===== src/common/ipl_defines.svh =====
// ipl_defines: offsets, field positions, masks and reset values
// assumes inclusion by the package and the design files by bare name
`ifndef IPL_DEFINES_SVH
`define IPL_DEFINES_SVH

// register indices, byte address is four times the index
`define IPL_IDX_DBG      10'h001
`define IPL_IDX_FLASH    10'h002
`define IPL_IDX_PORT     10'h003
`define IPL_ADDR_W       12

// reset values
`define IPL_RST_DBG      16'h0000
`define IPL_RST_FLASH    16'h0000
`define IPL_RST_PORT     16'h0000

// writable bits, the rest are reserved
`define IPL_WMASK_DBG    16'h003f
`define IPL_WMASK_FLASH  16'hffcf
`define IPL_WMASK_PORT   16'hfffc

// source counts
`define IPL_SRC_N        17
`define IPL_DBG_N        3

// field low-bit positions, debug register
`define IPL_POS_DBG_RX   4
`define IPL_POS_DBG_TX   2
`define IPL_POS_DBG_TRC  0
// field low-bit positions, flash, clock and pin register
`define IPL_POS_FL_EMPTY 14
`define IPL_POS_FL_DONE  12
`define IPL_POS_FL_ERR   10
`define IPL_POS_PLL      8
`define IPL_POS_LVD      6
`define IPL_POS_PIN_B    2
`define IPL_POS_PIN_A    0
// field low-bit positions, port and can register
`define IPL_POS_PORT_D   14
`define IPL_POS_PORT_E   12
`define IPL_POS_PORT_F   10
`define IPL_POS_CAN_MSG  8
`define IPL_POS_CAN_WAKE 6
`define IPL_POS_CAN_ERR  4
`define IPL_POS_CAN_BOFF 2

`endif


===== src/common/ipl_pkg.sv =====
// ipl_pkg: types shared by the priority level register block
// assumes ipl_defines.svh is on the include path
`include "ipl_defines.svh"

package ipl_pkg;

   // decoded level of one source
   typedef struct packed {
      logic       en;
      logic [1:0] level;
   } ipl_src_t;

   // apb request from the master
   typedef struct packed {
      logic                   psel;
      logic                   penable;
      logic                   pwrite;
      logic [`IPL_ADDR_W-1:0] paddr;
      logic [31:0]            pwdata;
      logic [3:0]             pstrb;
   } ipl_apb_req_t;

   // apb answer from the slave
   typedef struct packed {
      logic        pready;
      logic [31:0] prdata;
      logic        pslverr;
   } ipl_apb_rsp_t;

   // register write strobe towards the register file
   typedef struct packed {
      logic        wr;
      logic [9:0]  idx;
      logic [15:0] data;
      logic [1:0]  strb;
   } ipl_wr_t;

   typedef enum logic {
      IPL_ST_IDLE   = 1'b0,
      IPL_ST_ACCESS = 1'b1
   } ipl_apb_st_t;

endpackage


===== src/rtl/ipl_apb_slave.sv =====
// ipl_apb_slave: apb front end with one access cycle per transfer
// assumes a single apb master on clk and a combinational register read port
`timescale 1ns/100ps
`default_nettype none
`include "ipl_defines.svh"

module ipl_apb_slave (
   // clock, reset, enable
   input  wire logic                  clk,
   input  wire logic                  rstn,
   input  wire logic                  ce,
   // apb
   input  wire ipl_pkg::ipl_apb_req_t apbReq,
   output var  ipl_pkg::ipl_apb_rsp_t apbRsp,
   // register file side
   output logic [9:0]                 regIdx,
   input  wire logic                  regHit,
   input  wire logic [15:0]           rdData,
   output var  ipl_pkg::ipl_wr_t      wrReq
);
   import ipl_pkg::*;

   ipl_apb_st_t st_q;
   logic [15:0] rdata_q;
   logic        err_q;
   logic        setup;
   logic        access;

   assign regIdx = apbReq.paddr[`IPL_ADDR_W-1:2];
   assign setup  = ce & apbReq.psel & ~apbReq.penable;
   assign access = ce & apbReq.psel & apbReq.penable & (st_q == IPL_ST_ACCESS);

   // transfer phase
   always_ff @(posedge clk) begin
      if (!rstn) begin
         st_q <= IPL_ST_IDLE;
      end else if (ce) begin
         case (st_q)
            IPL_ST_IDLE: begin
               if (setup) begin
                  st_q <= IPL_ST_ACCESS;
               end
            end
            IPL_ST_ACCESS: begin
               if (access || !apbReq.psel) begin
                  st_q <= IPL_ST_IDLE;
               end
            end
            default: begin
               st_q <= IPL_ST_IDLE;
            end
         endcase
      end
   end

   // read data and decode result caught in the setup cycle
   always_ff @(posedge clk) begin
      if (!rstn) begin
         rdata_q <= 16'h0000;
         err_q   <= 1'b0;
      end else if (setup) begin
         rdata_q <= apbReq.pwrite ? 16'h0000 : rdData;
         err_q   <= ~regHit | (apbReq.paddr[1:0] != 2'h0);
      end
   end

   assign apbRsp.pready  = ce & (st_q == IPL_ST_ACCESS);
   assign apbRsp.prdata  = {16'h0000, rdata_q};
   assign apbRsp.pslverr = apbRsp.pready & err_q;

   assign wrReq.wr   = access & apbReq.pwrite & ~err_q;
   assign wrReq.idx  = regIdx;
   assign wrReq.data = apbReq.pwdata[15:0];
   assign wrReq.strb = apbReq.pstrb[1:0];

endmodule

`default_nettype wire


===== src/rtl/ipl_level_decode.sv =====
// ipl_level_decode: turns one 2-bit level field into enable and level
// assumes the field comes straight from a register flop
`timescale 1ns/100ps
`default_nettype none

module ipl_level_decode #(
   parameter bit DEBUG_SRC = 1'b0
) (
   // field in
   input  wire logic [1:0]        field,
   // decoded source out
   output var  ipl_pkg::ipl_src_t src
);
   import ipl_pkg::*;

   // debug sources map to 1..3, all others to 0..2
   function automatic ipl_src_t decodeLevel(input logic [1:0] f, input bit dbg);
      ipl_src_t r;
      r.en    = (f != 2'h0);
      r.level = dbg ? f : f - 2'h1;
      if (!r.en) begin
         r.level = 2'h0;
      end
      return r;
   endfunction

   assign src = decodeLevel(field, DEBUG_SRC);

endmodule

`default_nettype wire


===== src/rtl/ipl_priority_regs.sv =====
// ipl_priority_regs: three priority level registers for seventeen sources
// assumes an apb master on clk and arbitration logic that reads srcLevel
`timescale 1ns/100ps
`default_nettype none
`include "ipl_defines.svh"

module ipl_priority_regs (
   // clock, reset, enable
   input  wire logic                                  clk,
   input  wire logic                                  rstn,
   input  wire logic                                  ce,
   // apb
   input  wire ipl_pkg::ipl_apb_req_t                 apbReq,
   output var  ipl_pkg::ipl_apb_rsp_t                 apbRsp,
   // arbitration side
   output var  ipl_pkg::ipl_src_t [`IPL_SRC_N-1:0]    srcLevel,
   // low power wake
   input  wire logic                                  lowPower,
   input  wire logic [`IPL_SRC_N-1:0]                 srcPending,
   output logic [`IPL_SRC_N-1:0]                      wakeArmed,
   output logic                                       wakeReq
);
   import ipl_pkg::*;

   logic [15:0]           dbgReg_q;
   logic [15:0]           flashReg_q;
   logic [15:0]           portReg_q;
   logic [9:0]            regIdx;
   logic                  regHit;
   logic [15:0]           rdData;
   ipl_wr_t               wrReq;
   logic [`IPL_SRC_N-1:0] srcEn;
   logic [`IPL_SRC_N-1:0] wakeArmed_q;
   logic                  wakeReq_q;
   logic [1:0]            fieldVec [`IPL_SRC_N];

   // byte-lane merge that keeps reserved bits at zero
   function automatic logic [15:0] mergeWrite(input logic [15:0] cur,
                                              input ipl_wr_t     w,
                                              input logic [15:0] mask);
      logic [15:0] lane;
      lane = {{8{w.strb[1]}}, {8{w.strb[0]}}};
      return ((w.data & lane) | (cur & ~lane)) & mask;
   endfunction

   // true when this write targets the register at idx
   function automatic logic hitWrite(input ipl_wr_t w, input logic [9:0] idx);
      return w.wr && (w.idx == idx);
   endfunction

   ipl_apb_slave u_apb (
      .clk    (clk),
      .rstn   (rstn),
      .ce     (ce),
      .apbReq (apbReq),
      .apbRsp (apbRsp),
      .regIdx (regIdx),
      .regHit (regHit),
      .rdData (rdData),
      .wrReq  (wrReq)
   );

   // read decode
   always_comb begin
      regHit = 1'b1;
      rdData = 16'h0000;
      case (regIdx)
         `IPL_IDX_DBG:   rdData = dbgReg_q;
         `IPL_IDX_FLASH: rdData = flashReg_q;
         `IPL_IDX_PORT:  rdData = portReg_q;
         default:        regHit = 1'b0;
      endcase
   end

   // debug channel register
   always_ff @(posedge clk) begin
      if (!rstn) begin
         dbgReg_q <= `IPL_RST_DBG;
      end else if (ce && hitWrite(wrReq, `IPL_IDX_DBG)) begin
         dbgReg_q <= mergeWrite(dbgReg_q, wrReq, `IPL_WMASK_DBG);
      end
   end

   // flash, clock and pin register
   always_ff @(posedge clk) begin
      if (!rstn) begin
         flashReg_q <= `IPL_RST_FLASH;
      end else if (ce && hitWrite(wrReq, `IPL_IDX_FLASH)) begin
         flashReg_q <= mergeWrite(flashReg_q, wrReq, `IPL_WMASK_FLASH);
      end
   end

   // port and can register
   always_ff @(posedge clk) begin
      if (!rstn) begin
         portReg_q <= `IPL_RST_PORT;
      end else if (ce && hitWrite(wrReq, `IPL_IDX_PORT)) begin
         portReg_q <= mergeWrite(portReg_q, wrReq, `IPL_WMASK_PORT);
      end
   end

   // field extraction, debug sources first
   always_comb begin
      fieldVec[0]  = dbgReg_q[`IPL_POS_DBG_RX +: 2];
      fieldVec[1]  = dbgReg_q[`IPL_POS_DBG_TX +: 2];
      fieldVec[2]  = dbgReg_q[`IPL_POS_DBG_TRC +: 2];
      fieldVec[3]  = flashReg_q[`IPL_POS_FL_EMPTY +: 2];
      fieldVec[4]  = flashReg_q[`IPL_POS_FL_DONE +: 2];
      fieldVec[5]  = flashReg_q[`IPL_POS_FL_ERR +: 2];
      fieldVec[6]  = flashReg_q[`IPL_POS_PLL +: 2];
      fieldVec[7]  = flashReg_q[`IPL_POS_LVD +: 2];
      fieldVec[8]  = flashReg_q[`IPL_POS_PIN_B +: 2];
      fieldVec[9]  = flashReg_q[`IPL_POS_PIN_A +: 2];
      fieldVec[10] = portReg_q[`IPL_POS_PORT_D +: 2];
      fieldVec[11] = portReg_q[`IPL_POS_PORT_E +: 2];
      fieldVec[12] = portReg_q[`IPL_POS_PORT_F +: 2];
      fieldVec[13] = portReg_q[`IPL_POS_CAN_MSG +: 2];
      fieldVec[14] = portReg_q[`IPL_POS_CAN_WAKE +: 2];
      fieldVec[15] = portReg_q[`IPL_POS_CAN_ERR +: 2];
      fieldVec[16] = portReg_q[`IPL_POS_CAN_BOFF +: 2];
   end

   // per-source decode, shown continuously
   for (genvar i = 0; i < `IPL_SRC_N; i++) begin : g_src
      ipl_level_decode #(
         .DEBUG_SRC (i < `IPL_DBG_N)
      ) u_dec (
         .field (fieldVec[i]),
         .src   (srcLevel[i])
      );
      assign srcEn[i] = srcLevel[i].en;
   end

   // wake arming frozen while in low power
   always_ff @(posedge clk) begin
      if (!rstn) begin
         wakeArmed_q <= '0;
      end else if (ce && !lowPower) begin
         wakeArmed_q <= srcEn;
      end
   end

   // wake request from armed pending sources
   always_ff @(posedge clk) begin
      if (!rstn) begin
         wakeReq_q <= 1'b0;
      end else if (ce) begin
         wakeReq_q <= lowPower && |(srcPending & wakeArmed_q);
      end
   end

   assign wakeArmed = wakeArmed_q;
   assign wakeReq   = wakeReq_q;

   // checks

   reserved_dbg_zero_a:
   assert property (@(posedge clk) disable iff (!rstn)
      (dbgReg_q & ~`IPL_WMASK_DBG) == 16'h0000)
      else $error("debug register reserved bits not zero");

   reserved_other_zero_a:
   assert property (@(posedge clk) disable iff (!rstn)
      (flashReg_q[5:4] == 2'h0) && (portReg_q[1:0] == 2'h0))
      else $error("flash or port register reserved bits not zero");

   reset_clears_a:
   assert property (@(posedge clk)
      !rstn |=> (dbgReg_q == 16'h0000) && (flashReg_q == 16'h0000)
                && (portReg_q == 16'h0000) && (srcEn == '0))
      else $error("registers not cleared by reset");

   flash_write_lands_a:
   assert property (@(posedge clk) disable iff (!rstn)
      (ce && wrReq.wr && wrReq.idx == `IPL_IDX_FLASH && wrReq.strb == 2'h3)
      |=> flashReg_q == ($past(wrReq.data) & `IPL_WMASK_FLASH))
      else $error("flash register write did not land");

   port_write_lands_a:
   assert property (@(posedge clk) disable iff (!rstn)
      (ce && wrReq.wr && wrReq.idx == `IPL_IDX_PORT && wrReq.strb == 2'h3)
      |=> srcLevel[10].en == ($past(wrReq.data[15:14]) != 2'h0))
      else $error("port d level not taken from bits 15-14");

   dbg_level_map_a:
   assert property (@(posedge clk) disable iff (!rstn)
      srcLevel[0].en |-> (srcLevel[0].level == dbgReg_q[5:4])
                         && (srcLevel[0].level != 2'h0))
      else $error("debug receive level wrong");

   periph_level_map_a:
   assert property (@(posedge clk) disable iff (!rstn)
      srcLevel[3].en |-> (srcLevel[3].level == flashReg_q[15:14] - 2'h1)
                         && (srcLevel[3].level != 2'h3))
      else $error("flash empty level wrong");

   bus_off_disable_a:
   assert property (@(posedge clk) disable iff (!rstn)
      (portReg_q[3:2] == 2'h0) |-> !srcLevel[16].en)
      else $error("can bus-off enabled with zero field");

   pin_a_level_a:
   assert property (@(posedge clk) disable iff (!rstn)
      (flashReg_q[1:0] == 2'h3) |-> srcLevel[9].en && srcLevel[9].level == 2'h2)
      else $error("pin a level 3 field not level 2");

   wake_frozen_a:
   assert property (@(posedge clk) disable iff (!rstn)
      (lowPower && $past(lowPower)) |-> $stable(wakeArmed))
      else $error("wake arming changed in low power");

   wake_needs_arm_a:
   assert property (@(posedge clk) disable iff (!rstn)
      (ce && lowPower && (srcPending & wakeArmed) == '0) |=> !wakeReq)
      else $error("wake without armed pending source");

   read_back_a:
   assert property (@(posedge clk) disable iff (!rstn)
      (ce && apbReq.psel && !apbReq.penable && !apbReq.pwrite
       && apbReq.paddr == {`IPL_IDX_PORT, 2'h0})
      |=> apbRsp.prdata == {16'h0000, $past(portReg_q)})
      else $error("port register read back wrong");

endmodule

`default_nettype wire


===== config.mk =====
export PLATFORM = sky130hd
export DESIGN_NAME = ipl_priority_regs
export DESIGN_NICKNAME = d
export VERILOG_FILES = /design/src/common/ipl_pkg.sv /design/src/rtl/ipl_apb_slave.sv /design/src/rtl/ipl_level_decode.sv /design/src/rtl/ipl_priority_regs.sv
export VERILOG_INCLUDE_DIRS = /design/src /design/src/common
export SDC_FILE = /design/constraint.sdc
export NUM_CORES = 1
export LEC_CHECK = 0
export BUFFER_PORTS_ARGS = -buffer_cell sky130_fd_sc_hd__buf_2
export CORE_MARGIN = 3
export CORE_UTILIZATION = 48
export CTS_CLUSTER_DIAMETER = 60
export DETAILED_ROUTE_END_ITERATION = 7
export GPL_ROUTABILITY_DRIVEN = 0
export PLACE_DENSITY = 0.88
export SKIP_LAST_GASP = 1
export SLEW_MARGIN = 20
export SYNTH_ARGS = -nofsm -noshare
export SYNTH_HDL_FRONTEND = slang
export SYNTH_HIERARCHICAL = 1
export SYNTH_SLANG_ARGS = --single-unit

===== constraint.sdc =====
create_clock -name clk -period 2 [get_ports clk]
set_input_delay 0.3 -clock clk [delete_from_list [all_inputs] [get_ports clk]]
set_output_delay 0.3 -clock clk [all_outputs]
set_load 0.05 [all_outputs]

# After elaboration in Yosys (flattened, before gate mapping)
# Index checks and enable logic that the tools add are counted.
# word_totals
in_bits,72
output_inout_bits,103
ff_bits,70
# classes
add_sub_neg,14
bitwise_logic,22
n_mux,23
n_eq_ne,3
reduce_logical,31
# op_table
operator,n
16-bit AND,3
16-bit case mux with 3 select lines,1
2-bit nonzero test,18
2-bit 2-to-1 mux,17
16-bit OR,2
"2-bit by 1-bit subtractor with 2-bit output, second input constant",14
"10-bit by 2-bit == test with 1-bit output, second input constant",2
17-bit AND,1
17-bit OR reduction,1
16-bit 2-to-1 mux,1
16-bit NOT,1
"10-bit by 1-bit == test with 1-bit output, second input constant",1
1-bit AND,8
1-bit logical AND,8
6-bit AND,1
6-bit OR,1
1-bit NOT,4
1-bit 2-to-1 mux,3
3-bit OR reduction,1
1-bit zero test,2
1-bit case mux with 2 select lines,1
1-bit logical OR,1
1-bit OR,1

# Longest topological paths before layout
# Gate-level depths: netlist (run 1).
# logic_depth
word_depth,7
depth_mapped,8

# Modules after synthesis
# The synthesis (run 1) kept the hierarchy.
# by_module_without_submodules
mod,seq_area_each_um2,area_per_inst_um2,cells_per_inst,instances
ipl_priority_regs,1041.0,2447.3,255,1
ipl_apb_slave,360.3,1186.1,140,1
ipl_level_decode (g_src[10].u_dec ...),0.0,22.5,3,14
ipl_level_decode (g_src[0].u_dec ...),0.0,13.8,3,3

# Worst setup path after synthesis (run 1)
# OpenSTA, ideal clock, no wires.
# synth_path
kind,reg-to-reg
start,reg u_apb.st_q
end,reg (tool-made name)
t_arrival_ns,1.957
stages_incl_launch_ff,9
path_buffers,1
path_slack_ns,-0.074
period_less_slack_ns,2.074
cell_sequence,dfxtp_1 and2_1 nand3_1 nor3b_1 and4bb_2 buf_2 nand4_2 mux2i_1 nor2b_1
# synth_rtl
element,line,text
"start, declared",ipl_apb_slave.sv:23,ipl_apb_st_t st_q;
"start signal, assigned",ipl_apb_slave.sv:36,st_q <= IPL_ST_IDLE;
"start signal, assigned",ipl_apb_slave.sv:41,st_q <= IPL_ST_ACCESS;
"start signal, assigned",ipl_apb_slave.sv:46,st_q <= IPL_ST_IDLE;

==> impl_metrics.toml, run 1 <==
[finish]
finalNetCount = 610
diodes = 0
mostFrequentLayoutCell = "buf_2"
final_cell_mix = "140 x buf_2, 70 x dfxtp_1, 53 x nand2_1"
areaGrowthSynthToFinish_pct = 14.8
num-fill-cells = 695
drive_gt1_share_pct = 37.1
register_area_um2 = 1400
multiInputGateArea_um2 = 2110

[sta]
period_share_pct = 98.7
setup_violations = 0
finalCriticalPeriod_ns = 1.97
layout_setup_ws_ns = 0.0269
slew_violations = 0
max_freq_mhz = 507
hold_viol_final = 0
slew_headroom_pct = 58.1
hold_ws_ns = 0.240
rsz0062_at_grt = "true"
skew_ns = 0.00630
worst_pin_slew_ns = 0.628

[global_route]
overflow = 0
antenna_found_initial = 1
track_usage_pct = 20.6
grt_pass1_wl_um = 16000
grt_pass1_vias = 3229
grt_max_degree = 57

[critical_path]
crit_start = "u_apb/st_q"
cp.required_ns = 2.22
startpoint_type = "flop"
worstPathMaxFanout = 6
slowest_delay_ns = 0.42
r2r_start = "u_apb/st_q"
end_kind = "flop"
cp_data_arrival_time_ns = 2.19
cpMaxStageDelayCell = "and4bb_2"
r2r_setup_slack_ns = 0.03
path_cells = "and2_2 -> nand3_1 -> nor3b_1 -> and4bb_2 -> nand4_2 -> mux2i_1 -> nor2b_1"
crit_type = "reg -> reg"

[clock_tree]
cts_max_level = 3
max-clock-path-buffers = 2
clockRootBuffer = "clkbuf_8"
post_cts_buffers = 0
tritoncts = "built"
clk_pin_slew_ns = 0.07
clock-sinks = 70
worst_skew_pair.late_latency_ns = 0.33
hold_buffers = 0
numCtsBuffers = 9

[synth]
synthCells = 446
synth_seq_area_share_pct = 35.1
synth_cell_types = 41
avgSynthCellArea_um2 = 8.95
ys_ff_latch = 70
synth_area_um2 = 3990
yosysWarnings = 6

[hold_path]
hold_path_class = "in -> reg"
hp-start = "apbReq[18]"

[die]
die_area_um2 = 9440
start_util_pct = 50.6
die_y_um = 97.2
die_w_um = 97.2
rows = 32
pin_count = 175
core_um2 = 7890

[routing]
ant_nets = 0
wl_per_cell_um = 15.9
drt_iter0_drc = 159
drc = 0
vias = 3295
dr.pass1.iters = 4
wirelength_um = 10200
vias_per_cell = 5.12

[outcome]
outcome = "finished clean"

[placed_design]
port-buffer-count = 140
dpl.hpwl_um = 8090
place_ws_ns = 0.0243

[power_and_ir_drop]
power_leakage_uw = 0.00239
ir_drop_mv = 0.256
powerDensity_nw_per_um2 = 578

[job]
maxCapViolations = 0
[where the power goes]
group          leakage, µW  total, µW  internal, µW  switching (µW)
sequential        0.000564       1400          1390            1.14
clock            0.0000910       1000           505             499
combinational      0.00174        247          83.3             164
total              0.00239       2650          1980             664
[cells by family after synthesis]
kind of cell | count (synthesis) | share of synthesized area (%)
muxes | 48 | 12.1
AOI/OAI and AO/OA | 50 | 8.65
other | 1 | 0.0940
DFF | 70 | 35.1
and+or+nand+nor | 195 | 30.3
buffers and inverters | 82 | 13.7
[synth_stat cells]
library cell  number  share of area, %
o21ai_0           13               1.6
o21ai_1            3              0.38
a311o_1            1              0.25
and2b_1            1              0.19
nor2_1            20               1.9
a221oi_1           2              0.44
a21boi_0          17               3.2
a22o_1             2              0.44
a31oi_1            2              0.31
and3_1             3              0.47
nand4_4            2               1.1
nor4_4             1              0.53
nand4_2            3              0.94
mux2_2             2              0.56
nand2b_1           1              0.16
a222oi_1           1              0.25
nand4b_1          16               3.5
or2_1             17               2.7
and2_1             2              0.31
nor3b_1            1              0.19
and2b_2           14               3.1
nand2_1           53               5.0
mux2i_1           46                12
buf_4             54                10
o21a_1             1              0.19
and4bb_2           1              0.31
nand3_1            3              0.38
o211a_1            1              0.25
clkbuf_1          16               1.5
and2_2            14               2.6
nor2b_1           36               5.6
nor2_2             1              0.16
conb_1             1             0.094
buf_1              1             0.094
and3b_1            4              0.88
nor4_1             2              0.31
a22oi_1            7               1.3
dfxtp_1           70                35
buf_6              4               1.1
buf_2              6              0.75
inv_1              1             0.094
[final timing paths]
check / end / cells past startpoint
hold / removal: flop / 3
setup reg to reg: flop / 7
setup / recovery: flop / 7
hold reg to reg: u_apb/rdata_q[1] / 2
[layer usage]
layer / share of wire (%) / wire, µm / up-vias / GRT usage, %
met5: 0.15 / 15 / - / 0
met4: 1.8 / 188 / 2 / 9.40
met3: 6.4 / 654 / 22 / 5.53
met2: 50 / 5150 / 118 / 34.8
met1: 41 / 4220 / 1532 / 24.4
li1: - / - / 1621 / -
[area by class of cell]
cell class / instances / share of cell area [%]
clock buffer: 11 / 3.31
clock inverter: 4 / 0.492
inverter: 1 / 0.0820
multi-input combinational: 309 / 46.0
sequential: 70 / 30.6
tap: 102 / 2.79
timing repair buffer: 147 / 16.7
[stage by stage]
step | TNS [ns] | power, µW | util (%) | cells | cell area (µm²)
finish | 0 | 2650 | 58.1 | 644 | 4580
global route | -0.472 | 2730 | 58.1 | 644 | 4580
CTS | 0 | 2650 | 57.9 | 644 | 4570
detailed placement | 0 | 1670 | 55.7 | 629 | 4400
global placement | 0 | 1670 | 55.7 | 629 | 4400
floorplan | 0 | 1670 | - | 461 | 4050
[critical path: cells and delay by family, from the launching register on]
family	cells	cell delay, ns
flops	1	0.34
simple gates	6	1.25
mux	1	0.27
[repair_timing]
item / 4_1_cts / 5_1_grt
endpoints found under the hold margin: 0 / 0
endpoints found under the setup margin: 0 / 13
gates resized for setup: 0 / 1
Note: power is estimated with default switching activity, not from simulation.
==> run 2: changes to the inputs <==
Settings changed: CELL_PAD_IN_SITES_DETAIL_PLACEMENT set to 1, CELL_PAD_IN_SITES_GLOBAL_PLACEMENT set to 1, CORE_UTILIZATION 48 to 34, PLACE_DENSITY 0.88 to 0.87.
==> run 2 against run 1 <==
Compared with the run above:
- flip-flop and latch count did not move
- utilization shrank 15 points
- largest power group is now the clock network
- via count grew 1.6%
- highest routed layer is now met4
- hold slack is essentially flat
- critical path depth grew 1
- clock skew increased by 0.0021 ns
- sequential power is essentially flat
- non-clock buffer count is 1 higher
- setup slack improved by 0.11 ns
==> impl_metrics.toml, run 2 (same netlist as run 1, synthesis figures left out) <==
[sta]
layout_setup_ws_ns = 0.134
hold_viol_final = 0
setup_violations = 0
slew_headroom_pct = 55.3
finalCriticalPeriod_ns = 1.87
skew_ns = 0.00841
slew_violations = 0
max_freq_mhz = 536
tns_ns = 0
period_share_pct = 93.3
worst_pin_slew_ns = 0.670

[routing]
vias = 3349
dr.pass1.iters = 4
vias_per_cell = 4.90
drc = 0
wirelength_um = 12100
wl_per_cell_um = 17.7
ant_nets = 0
drt_iter0_drc = 129

[global_route]
grt_pass1_vias = 3522
antenna_found_initial = 0
track_usage_pct = 18.4
grt_pass1_wl_um = 18600
overflow = 0
grt_max_degree = 86

[placed_design]
dpl.hpwl_um = 9410
port-buffer-count = 140
dpl-instance-area_um2 = 4440
place_ws_ns = -0.00139

[die]
die_w_um = 114
die_y_um = 114
rows = 38
pin_count = 175
die_area_um2 = 13100
start_util_pct = 35.7
core_um2 = 11200

[clock_tree]
clk_pin_slew_ns = 0.06
cts_max_level = 3
max-clock-path-buffers = 2
hold_buffers = 0
clock-sinks = 70
numCtsBuffers = 9
clockRootBuffer = "clkbuf_16"
tritoncts = "built"
worst_skew_pair.late_latency_ns = 0.34

[critical_path]
crit_type = "reg -> reg"
worstPathMaxFanout = 8
end_kind = "flop"
cp_data_arrival_time_ns = 2.09
cp.required_ns = 2.23
startpoint_type = "flop"

[finish]
diodes = 0
areaGrowthSynthToFinish_pct = 20.1
drive_gt1_share_pct = 37.7
mostFrequentLayoutCell = "buf_2"
finalNetCount = 611
stdcell_area_um2 = 4790
final_cell_mix = "140 x buf_2, 69 x dfxtp_1, 53 x nand2_1"

[outcome]
outcome = "finished clean"

[power_and_ir_drop]
ir_drop_mv = 0.319
finalPower_uw = 3390
power_leakage_uw = 0.00247
powerDensity_nw_per_um2 = 707

[job]
maxCapViolations = 0

[hold_path]
hold_path_class = "in -> reg"
-- run 2: power breakdown --
| part | internal [µW] | switching [µW] | leakage (µW) |
|---|---|---|---|
| logic | 83.1 | 169 | 0.00174 |
| clock network | 1130 | 609 | 0.000160 |
| registers | 1400 | 1.57 | 0.000564 |
| total | 2610 | 779 | 0.00247 |
-- run 2: metrics by stage --
step	hold WS, ns	util [%]	std cells
after floorplan	0.454	-	461
after CTS	0.234	42.6	682
after global routing	0.248	42.9	684
final	0.240	42.9	684
after detailed placement	0.450	39.7	666
after global placement	0.442	39.7	666
-- run 2: area by class of cell --
cell class | count | area (µm²)
Clock buffer | 11 | 243
Tap cell | 140 | 175
Sequential cell | 70 | 1400
Inverter | 1 | 3.75
Clock inverter | 5 | 82.6
Multi-Input combinational cell | 309 | 2110
Timing Repair Buffer | 148 | 777
Fill cell | 1334 | 6380
-- run 2: metal layers --
metal  vias up  share of wire, %  track usage [%]  wire, µm
met4         0               4.1             9.58       497
met1      1587                40             20.5      4890
li1       1626                 -                -         -
met3        34               5.0             4.49       604
met5         -                 0                0         0
met2       102                51             32.4      6130
-- run 2: path summary, 6_finish.rpt --
| path | from | endpoint | slack, ns | depth (start not counted) |
|---|---|---|---|---|
| setup / recovery | u_apb/st_q | flop | 0.13 | 8 |
| hold reg to reg | u_apb/rdata_q[9] | u_apb/rdata_q[9] | 0.46 | 2 |
| hold / removal | apbReq[13] | flop | 0.24 | 3 |
| setup reg to reg | u_apb/st_q | flop | 0.13 | 8 |
-- run 2: worst max-delay path, stage by stage, from the launching register on --
cell and delay (ns):
dfxtp_2 0.33, and2_2 0.15, nand3_2 0.08, nor3b_2 0.15, and4bb_2 0.32, buf_6 0.14, nand4_4 0.25, mux2i_1 0.26
nor2b_1 0.08
-- run 2: repair_timing --
item                       4_1_cts  5_1_grt
buffers inserted                 0        2
setup endpoints to repair        0       22
gates resized for setup          0        4
